[config.mk]
export PLATFORM = sky130hd
export DESIGN_NAME = twsx_exec
export DESIGN_NICKNAME = d
export VERILOG_FILES = /design/src/twsx_pkg.sv /design/src/twsx_exec.sv
export VERILOG_INCLUDE_DIRS = /design/src
export SDC_FILE = /design/constraint.sdc
export NUM_CORES = 1
export LEC_CHECK = 0
export BUFFER_PORTS_ARGS = -buffer_cell sky130_fd_sc_hd__buf_2
export CORE_ASPECT_RATIO = 0.7
export CORE_MARGIN = 1.5
export CORE_UTILIZATION = 40
export CTS_CLUSTER_SIZE = 24
export DETAILED_ROUTE_END_ITERATION = 10
export HOLD_SLACK_MARGIN = 0.05
export PLACE_DENSITY = 0.74
export REMOVE_ABC_BUFFERS = 1
export SLEW_MARGIN = 40
export SYNTH_ARGS = -nofsm -noshare
export SYNTH_HDL_FRONTEND = slang
export SYNTH_SLANG_ARGS = --single-unit
[constraint.sdc]
create_clock -name clk -period 3.2 [get_ports clk]
set_input_delay 0.64 -clock clk [delete_from_list [all_inputs] [get_ports clk]]
set_output_delay 0.64 -clock clk [all_outputs]
set_load 0.1 [all_outputs]
[src/twsx_params.svh]
// Constants for the table write, test-skip and xor execution block
`ifndef TWSX_PARAMS_SVH
`define TWSX_PARAMS_SVH
`define TWSX_TABLE_WRITE_OPC 16'h000c
`define TWSX_TABLE_WRITE_MASK 16'hfffc
`define TWSX_TEST_SKIP_OPC 8'h66
`define TWSX_TEST_SKIP_MASK 8'hfe
`define TWSX_XORLIT_OPC 8'h0a
`define TWSX_XORREG_OPC 8'h18
`define TWSX_XORREG_MASK 8'hfc
`define TWSX_PTR_W 21
`define TWSX_PTR_RST 21'h000000
`define TWSX_W_RST 8'h00
`define TWSX_BIT_ACCESS 8
`define TWSX_BIT_DEST 9
`define TWSX_MODE_NONE 2'h0
`define TWSX_MODE_POSTINC 2'h1
`define TWSX_MODE_POSTDEC 2'h2
`define TWSX_MODE_PREINC 2'h3
`endif

[src/twsx_pkg.sv]
// Types for the table write, test-skip and xor execution block
`default_nettype none
package twsx_pkg;
  typedef enum logic [3:0] {
    ST_EXEC = 4'h1,
    ST_TBLW2 = 4'h2,
    ST_SKIP1 = 4'h4,
    ST_SKIP2 = 4'h8
  } twsx_state_type;
  typedef struct packed {
    logic valid;
    logic [15:0] word;
    logic next_two_word;
  } twsx_fetch_type;
  typedef struct packed {
    logic en;
    logic [7:0] addr;
    logic access_bank;
  } twsx_fsel_type;
  typedef struct packed {
    logic en;
    logic [2:0] index;
    logic [7:0] data;
  } twsx_hold_type;
endpackage
`default_nettype wire

[src/twsx_exec.sv]
// Execution logic for table write, test-skip-if-zero and the two xor instructions
`timescale 1ns/1ps
`default_nettype none
`include "twsx_params.svh"

module twsx_exec #(
  parameter int PTR_W = `TWSX_PTR_W
) (
  // Clock and reset
  input wire logic clk,
  input wire logic rst_b,
  // Instruction from the fetch pipeline
  input wire twsx_pkg::twsx_fetch_type fetch,
  output logic fetch_ready,
  output logic flush,
  // Data register file
  output twsx_pkg::twsx_fsel_type freg_rd,
  input wire logic [7:0] freg_rdata,
  input wire logic [7:0] bank_select_reg,
  output logic [11:0] freg_addr_q,
  output logic freg_we_q,
  output logic [7:0] freg_wdata_q,
  // Table latch and holding registers
  input wire logic [7:0] table_latch,
  output twsx_pkg::twsx_hold_type hold_wr_q,
  output logic hold_high_byte_q,
  // Architectural state
  output logic [PTR_W-1:0] table_pointer_q,
  output logic [7:0] w_q,
  output logic flag_n_q,
  output logic flag_z_q,
  output logic skip_busy
);
  twsx_pkg::twsx_state_type state_q, state_d;
  logic [15:0] iw;
  logic is_tblw, is_tst, is_xorl, is_xorr;
  logic [1:0] mode_q;
  logic [7:0] xres;
  logic tst_zero;

  function automatic logic [11:0] bank_addr(input logic a, input logic [7:0] f,
                                            input logic [7:0] bank_sel);
    // Access bank: low half in bank 0, high half in bank 15
    if (!a) begin
      bank_addr = f[7] ? {4'hf, f} : {4'h0, f};
    end else begin
      bank_addr = {bank_sel[3:0], f};
    end
  endfunction

  // Steps wrap at either end of the PTR_W-bit pointer range, so a pointer walk never stalls
  function automatic logic [PTR_W-1:0] ptr_step(input logic [PTR_W-1:0] ptr,
                                                input logic up);
    ptr_step = up ? ptr + PTR_W'(1) : ptr - PTR_W'(1);
  endfunction

  assign iw = fetch.word;
  assign is_tblw = fetch.valid && state_q == twsx_pkg::ST_EXEC &&
                   (iw & `TWSX_TABLE_WRITE_MASK) == `TWSX_TABLE_WRITE_OPC;
  assign is_tst = fetch.valid && state_q == twsx_pkg::ST_EXEC &&
                  (iw[15:8] & `TWSX_TEST_SKIP_MASK) == `TWSX_TEST_SKIP_OPC;
  assign is_xorl = fetch.valid && state_q == twsx_pkg::ST_EXEC &&
                   iw[15:8] == `TWSX_XORLIT_OPC;
  assign is_xorr = fetch.valid && state_q == twsx_pkg::ST_EXEC &&
                   (iw[15:8] & `TWSX_XORREG_MASK) == `TWSX_XORREG_OPC;

  // Register read is combinational so the xor and test finish in their own cycle
  always_comb begin
    freg_rd.en = is_tst || is_xorr;
    freg_rd.addr = iw[7:0];
    freg_rd.access_bank = ~iw[`TWSX_BIT_ACCESS];
  end

  assign xres = is_xorl ? (w_q ^ iw[7:0]) : (w_q ^ freg_rdata);
  assign tst_zero = is_tst && freg_rdata == 8'h00;
  assign fetch_ready = state_q == twsx_pkg::ST_EXEC;
  assign skip_busy = state_q == twsx_pkg::ST_SKIP1 || state_q == twsx_pkg::ST_SKIP2;
  assign flush = tst_zero;

  always_comb begin
    state_d = state_q;
    case (state_q)
      twsx_pkg::ST_EXEC: begin
        if (is_tblw) begin
          state_d = twsx_pkg::ST_TBLW2;
        end else if (tst_zero) begin
          state_d = twsx_pkg::ST_SKIP1;
        end
      end
      twsx_pkg::ST_TBLW2: state_d = twsx_pkg::ST_EXEC;
      twsx_pkg::ST_SKIP1: begin
        state_d = fetch.next_two_word ? twsx_pkg::ST_SKIP2 : twsx_pkg::ST_EXEC;
      end
      twsx_pkg::ST_SKIP2: state_d = twsx_pkg::ST_EXEC;
      default: state_d = twsx_pkg::ST_EXEC;
    endcase
  end

  always_ff @(posedge clk) begin
    if (!rst_b) begin
      state_q <= twsx_pkg::ST_EXEC;
    end else begin
      state_q <= state_d;
    end
  end

  // Pointer: pre-increment moves before the transfer, post-increment and post-decrement after it, mode none holds
  always_ff @(posedge clk) begin
    if (!rst_b) begin
      table_pointer_q <= `TWSX_PTR_RST;
      mode_q <= `TWSX_MODE_NONE;
    end else if (is_tblw) begin
      mode_q <= iw[1:0];
      if (iw[1:0] == `TWSX_MODE_PREINC) begin
        table_pointer_q <= ptr_step(table_pointer_q, 1'b1);
      end
    end else if (state_q == twsx_pkg::ST_TBLW2) begin
      case (mode_q)
        `TWSX_MODE_POSTINC: table_pointer_q <= ptr_step(table_pointer_q, 1'b1);
        `TWSX_MODE_POSTDEC: table_pointer_q <= ptr_step(table_pointer_q, 1'b0);
        default: table_pointer_q <= table_pointer_q;
      endcase
    end
  end

  // Holding write registered in the second cycle and issued in the next, from the pointer as it stands in the second cycle
  always_ff @(posedge clk) begin
    if (!rst_b) begin
      hold_wr_q <= '0;
      hold_high_byte_q <= 1'b0;
    end else begin
      hold_wr_q.en <= state_q == twsx_pkg::ST_TBLW2;
      hold_wr_q.index <= table_pointer_q[2:0];
      hold_wr_q.data <= table_latch;
      hold_high_byte_q <= table_pointer_q[0];
    end
  end

  always_ff @(posedge clk) begin
    if (!rst_b) begin
      w_q <= `TWSX_W_RST;
      flag_n_q <= 1'b0;
      flag_z_q <= 1'b0;
    end else if (is_xorl || is_xorr) begin
      flag_n_q <= xres[7];
      flag_z_q <= xres == 8'h00;
      if (is_xorl || !iw[`TWSX_BIT_DEST]) begin
        w_q <= xres;
      end
    end
  end

  always_ff @(posedge clk) begin
    if (!rst_b) begin
      freg_we_q <= 1'b0;
      freg_addr_q <= 12'h000;
      freg_wdata_q <= 8'h00;
    end else begin
      freg_we_q <= is_xorr && iw[`TWSX_BIT_DEST];
      freg_addr_q <= bank_addr(iw[`TWSX_BIT_ACCESS], iw[7:0], bank_select_reg);
      freg_wdata_q <= xres;
    end
  end

  // Assertions
  property p_tblw_two_cycles;
    @(posedge clk) disable iff (!rst_b) is_tblw |=> state_q == twsx_pkg::ST_TBLW2 ##1 hold_wr_q.en;
  endproperty
  a_tblw_two_cycles: assert property (p_tblw_two_cycles) else $error("table write late");

  property p_hold_index;
    @(posedge clk) disable iff (!rst_b)
      state_q == twsx_pkg::ST_TBLW2 |=> hold_wr_q.index == $past(table_pointer_q[2:0]);
  endproperty
  a_hold_index: assert property (p_hold_index) else $error("holding index wrong");

  property p_postinc;
    @(posedge clk) disable iff (!rst_b)
      is_tblw && iw[1:0] == `TWSX_MODE_POSTINC |=>
        ##1 table_pointer_q == $past(table_pointer_q, 2) + PTR_W'(1);
  endproperty
  a_postinc: assert property (p_postinc) else $error("post-increment wrong");

  property p_postdec;
    @(posedge clk) disable iff (!rst_b)
      is_tblw && iw[1:0] == `TWSX_MODE_POSTDEC |=>
        ##1 table_pointer_q == $past(table_pointer_q, 2) - PTR_W'(1);
  endproperty
  a_postdec: assert property (p_postdec) else $error("post-decrement wrong");

  property p_skip_one;
    @(posedge clk) disable iff (!rst_b)
      tst_zero ##1 !fetch.next_two_word |=> state_q == twsx_pkg::ST_EXEC;
  endproperty
  a_skip_one: assert property (p_skip_one) else $error("skip length wrong");

  property p_skip_two;
    @(posedge clk) disable iff (!rst_b)
      tst_zero ##1 fetch.next_two_word |=> skip_busy ##1 !skip_busy;
  endproperty
  a_skip_two: assert property (p_skip_two) else $error("two-word skip wrong");

  property p_tst_no_write;
    @(posedge clk) disable iff (!rst_b) is_tst |=> !freg_we_q && $stable(flag_z_q);
  endproperty
  a_tst_no_write: assert property (p_tst_no_write) else $error("test wrote state");

  property p_xorl;
    @(posedge clk) disable iff (!rst_b)
      is_xorl |=> w_q == ($past(w_q) ^ $past(iw[7:0])) && flag_z_q == (w_q == 8'h00);
  endproperty
  a_xorl: assert property (p_xorl) else $error("literal xor wrong");

  property p_xorr_dest;
    @(posedge clk) disable iff (!rst_b)
      is_xorr && iw[`TWSX_BIT_DEST] |=> freg_we_q && $stable(w_q) && flag_n_q == freg_wdata_q[7];
  endproperty
  a_xorr_dest: assert property (p_xorr_dest) else $error("register xor wrong");

  c_tblw: cover property (@(posedge clk) disable iff (!rst_b) is_tblw ##2 hold_wr_q.en);
  c_skip2: cover property (@(posedge clk) disable iff (!rst_b) state_q == twsx_pkg::ST_SKIP2);
  c_xorr: cover property (@(posedge clk) disable iff (!rst_b) is_xorr ##1 freg_we_q);
endmodule
`default_nettype wire

### Word level (Yosys, flattened, before mapping)

Cells that the tools add are included.
Widths: inputs -> output; s select.

* input bits: 44
* output and inout port bits: 78
* bits in registers: 71
* word-level logic and storage cells: 60

* reductions and logical operators: 18
* add/subtract/negate cells: 2
* eq/ne operators: 13
* bitwise gates (word level): 3
* mux-type cells: 11

Operators with widths (count)
* $mux 21: 3
* $pmux 21 s2: 1
* $mux 12: 2
* $add 21x1->21 const B: 1
* $sub 21x1->21 const B: 1
* $logic_not 8->1: 2
* $xor 8x8->8: 2
* $eq 14x2->1 const B: 1
* $mux 4: 3
* $eq 8x4->1 const B: 1
* $mux 8: 1
* $pmux 4 s2: 1
* $eq 7x6->1 const B: 1
* $logic_and 1x1->1: 7
* $eq 6x3->1 const B: 1
* $eq 2x2->1 const B: 2
* $eq 4x1->1 const B: 1
* $eq 4x2->1 const B: 1
* $eq 4x3->1 const B: 1
* $eq 4x4->1 const B: 1
* $logic_or 1x1->1: 4
* $ne 3x1->1 const B: 1
* $reduce_and 3->1: 1
* $reduce_bool 3->1: 1
* 6 further kinds: 6

### Logic depth before layout (Yosys ltp)

* depth in word-level cells: 7
* mapped depth: 9
* depth with buffers taken out: 8

### Least setup slack after synthesis

OpenSTA, ideal clock, no wires.

* path kind: register to output
* from: register state_q[3]
* to: output port flush
* arrival time: 3.058 ns
* slack: -0.498 ns
* cell stages (with the launch flop): 6
* buffers on the path: 1
* data required time: 2.560 ns
* path through: dfxtp_1 -> or4b_4 -> or3_1 -> buf_6 -> or3_1 -> nor2_1

* longest elaborated chain between the ends: 4

Ends and longest elaborated chain
* start: declaration: RTL line twsx_exec.sv:34 `twsx_pkg::twsx_state_type state_q, state_d;`
* start signal: assignment: RTL line twsx_exec.sv:101 `state_q <= twsx_pkg::ST_EXEC;`
* start signal: assignment: RTL line twsx_exec.sv:103 `state_q <= state_d;`
* $eq 4x1->1: RTL line twsx_exec.sv:60 `assign is_tst = fetch.valid && state_q == twsx_pkg::ST_EXEC &&`
* $logic_and 1x1->1: RTL line twsx_exec.sv:60
* $logic_and 1x1->1 (no source line)
* $logic_and 1x1->1: RTL line twsx_exec.sv:75 `assign tst_zero = is_tst && freg_rdata == 8'h00;`
* end: declaration: RTL line twsx_exec.sv:15 `output logic flush,`

No other way between the ends.

### Worst setup path after layout

Ends and elaborated chain as after synthesis.

==> reports/metrics.cfg <==
[outcome]
status=complete, but fails checks
violations=DRC

[global_route]
grt_pass1_wl_um=13900
grt.total_usage_pct=19.4
grt_antenna_before_repair=0
gr-total-overflow=0
grt_max_degree=39
grt_pass1_vias=2920

[floorplanning]
start_util_pct=41.8
io-pin-count=122
die_y_um=79.6
fp-row-count=27
die-area_sq_um=8940
core-area_sq_um=8010
die_w_um=112

[yosys]
ys.flop_type=dfxtp_1
synth_fa_ha_area_share_pct=0.747
synth-xor-area-share_pct=3.14
syn_inst=372
yosysSeqAreaShare_pct=41.8
ys_ff_latch=70
synth_top_family_by_area=simple AND/OR/NAND/NOR gates
synth.most_common_cell=dfxtp_1
yosys_warnings=0
synthMuxAreaShare_pct=9.30
synth_edf_count=0
synth.top_cell.area_share_pct=41.8
synth_common_cells=dfxtp_1, and2_1, mux2i_1
synth_compound_area_share_pct=9.53
syn_area_per_cell_sq_um=9.00
synth_area_leaders=dfxtp_1, mux2i_1, and2_1, or3_1, a21oi_1
synth_cell_type_count=45
synth.largest_area_cell=dfxtp_1
mappedNetlistArea_sq_um=3350
synthSimpleGateAreaFrac_pct=29.4
async_flop_share_pct=0

[critical_path]
critPathSlowestCell=or4b_4
cp_num_buf_inv=1
crit_chain=or4b_4, or3_1, or3_1, nor2_2, buf_12
worstSetupPathDepth=5
slowest_delay_ps=590
crit_path_frequent_cell=or3_1
cp.arrival_ps=2450
r2r_cells=7
crit_type=reg -> out
crit_fanout=5
cp_top_family=simple AND/OR/NAND/NOR gates
start_kind=register
cp-end-kind=output pin
worstPathRequired_ps=2560

[timing]
min_period_ps=3090
hold_viol=0
slew-limit-headroom_pct=47.9
rsz0062_at_grt=no
tightest_slew_ps=781
min_period_over_period_pct=96.5
fmax_mhz=324
finalSetupViolations=0
drv_slew=0
fin_skew_ps=8.86

[final_layout]
antennaDiodeCount=0
fin_nets=525
syn_to_final_growth_pct=28.8
multi_input_area_sq_um=1760
final_core_util_pct=53.9
register_area_sq_um=1400
n_fill_cell=734
drive_above_1_share_pct=31.2

[min_path]
hold_path_class=reg -> reg
min_delay_path_depth=2

[clock_network]
cts-buffers-inserted=9
clock_sinks=70
ctsResizeCount=0
clk_latency_ps=330
htree_levels=3
cts_tree=yes
post-cts-setup-buffers=0
cts.reportedPaths.clkPinSlew_ps=60
cts_root_buffer=clkbuf_16
clk_path_buf_depth=2
cts_hold_buf=0

[routing]
vias=3161
drtPass1Iterations=8
drt_iter0_markers=166
vias_per_cell=5.40
postRouteAntennaNets=0
drt_wl_total_um=8560
wl_per_cell_um=14.6
drc=5

[power_and_ir_drop]
total_power_w=0.00230
p_per_area_nw_per_um2=533
leakage_nw=1.99
vdd_drop_max_mv=0.336

[placed_design]
place_congestion=0.871
portBuffers=117
place_hpwl_um=6250

[run]
max_cap_viol_count=0

## stage by stage
stage	area (sq um)	hold WS [ps]	worst slack [ps]	std cells	TNS (ps)
2_1_floorplan	3180	487	-649	344	-4980
3_3_place_gp	3980	461	62.2	569	0
3_5_place_dp	3980	477	-130	569	-130
4_1_cts	4310	492	34.7	585	0
5_1_grt	4310	504	36.2	585	0
6_report	4310	491	111	585	0
## cells in the final DEF, fill, tap and decap left out, types with 9 or more instances in the layout
cell type,netlist,layout
a21oi_1,29,29
o21ai_1,22,22
and2_1,30,30
mux2i_1,30,30
xnor2_1,11,11
clkbuf_16,0,9
or3_1,27,27
buf_2,3,115
nand2_1,17,17
nor3_1,11,11
nor2_1,15,14
and3_1,9,9
dfxtp_1,70,70
## state kept, by name, indices dropped and copies added (netlist names)
signal and flops:
mode_q 2, flag_n_q 1, freg_wdata_q 8, hold_wr_q 12
table_pointer_q 21, freg_we_q 1, state_q 4, flag_z_q 1
w_q 8, freg_addr_q 12
## final cells by class
class	instances	area share, %
multi-input cells	266	40.8
flip-flops and latches	70	32.5
repair buffers	124	15.5
clock buffers	9	5.22
well taps	101	2.93
clock inverters	7	2.41
inverters	8	0.696
## power by group
part	switching, W	internal [W]
logic	0.000252	0.0000563
clock network	0.000401	0.000693
registers	0.00000446	0.000891
## worst reg2reg max path: stages (launching register included)
cell     delay, ps
dfxtp_1        340
or4b_4         590
nor4_2         290
buf_4          240
mux2i_1        400
xnor2_1        160
or4_1          540
o41ai_1        300
## metal layers
layer  track usage (%)  vias to the layer above  wire length (um)
li1                  -                     1540                 -
met1              25.2                     1496              3960
met2              31.3                      114              3800
met3              6.68                       11               693
met4              4.18                        0               105
met5                 0                        -                 0
## cell families (layout without fill, tap and decap cells)
logic type	after synthesis	in the layout
simple gates	163	163
flops	70	70
compound gates	58	58
buf+inv	36	148
mux	31	31
xor+xnor	12	12
fa+ha+maj	2	2
## final timing paths
kind              start  endpoint  slack (ps)
min            flag_z_q  flag_z_q         490
max reg2reg  state_q[3]  flag_z_q         230
max          state_q[3]     flush         110
min reg2reg    flag_z_q  flag_z_q         490
No activity file was read; power rests on OpenSTA's default activity.
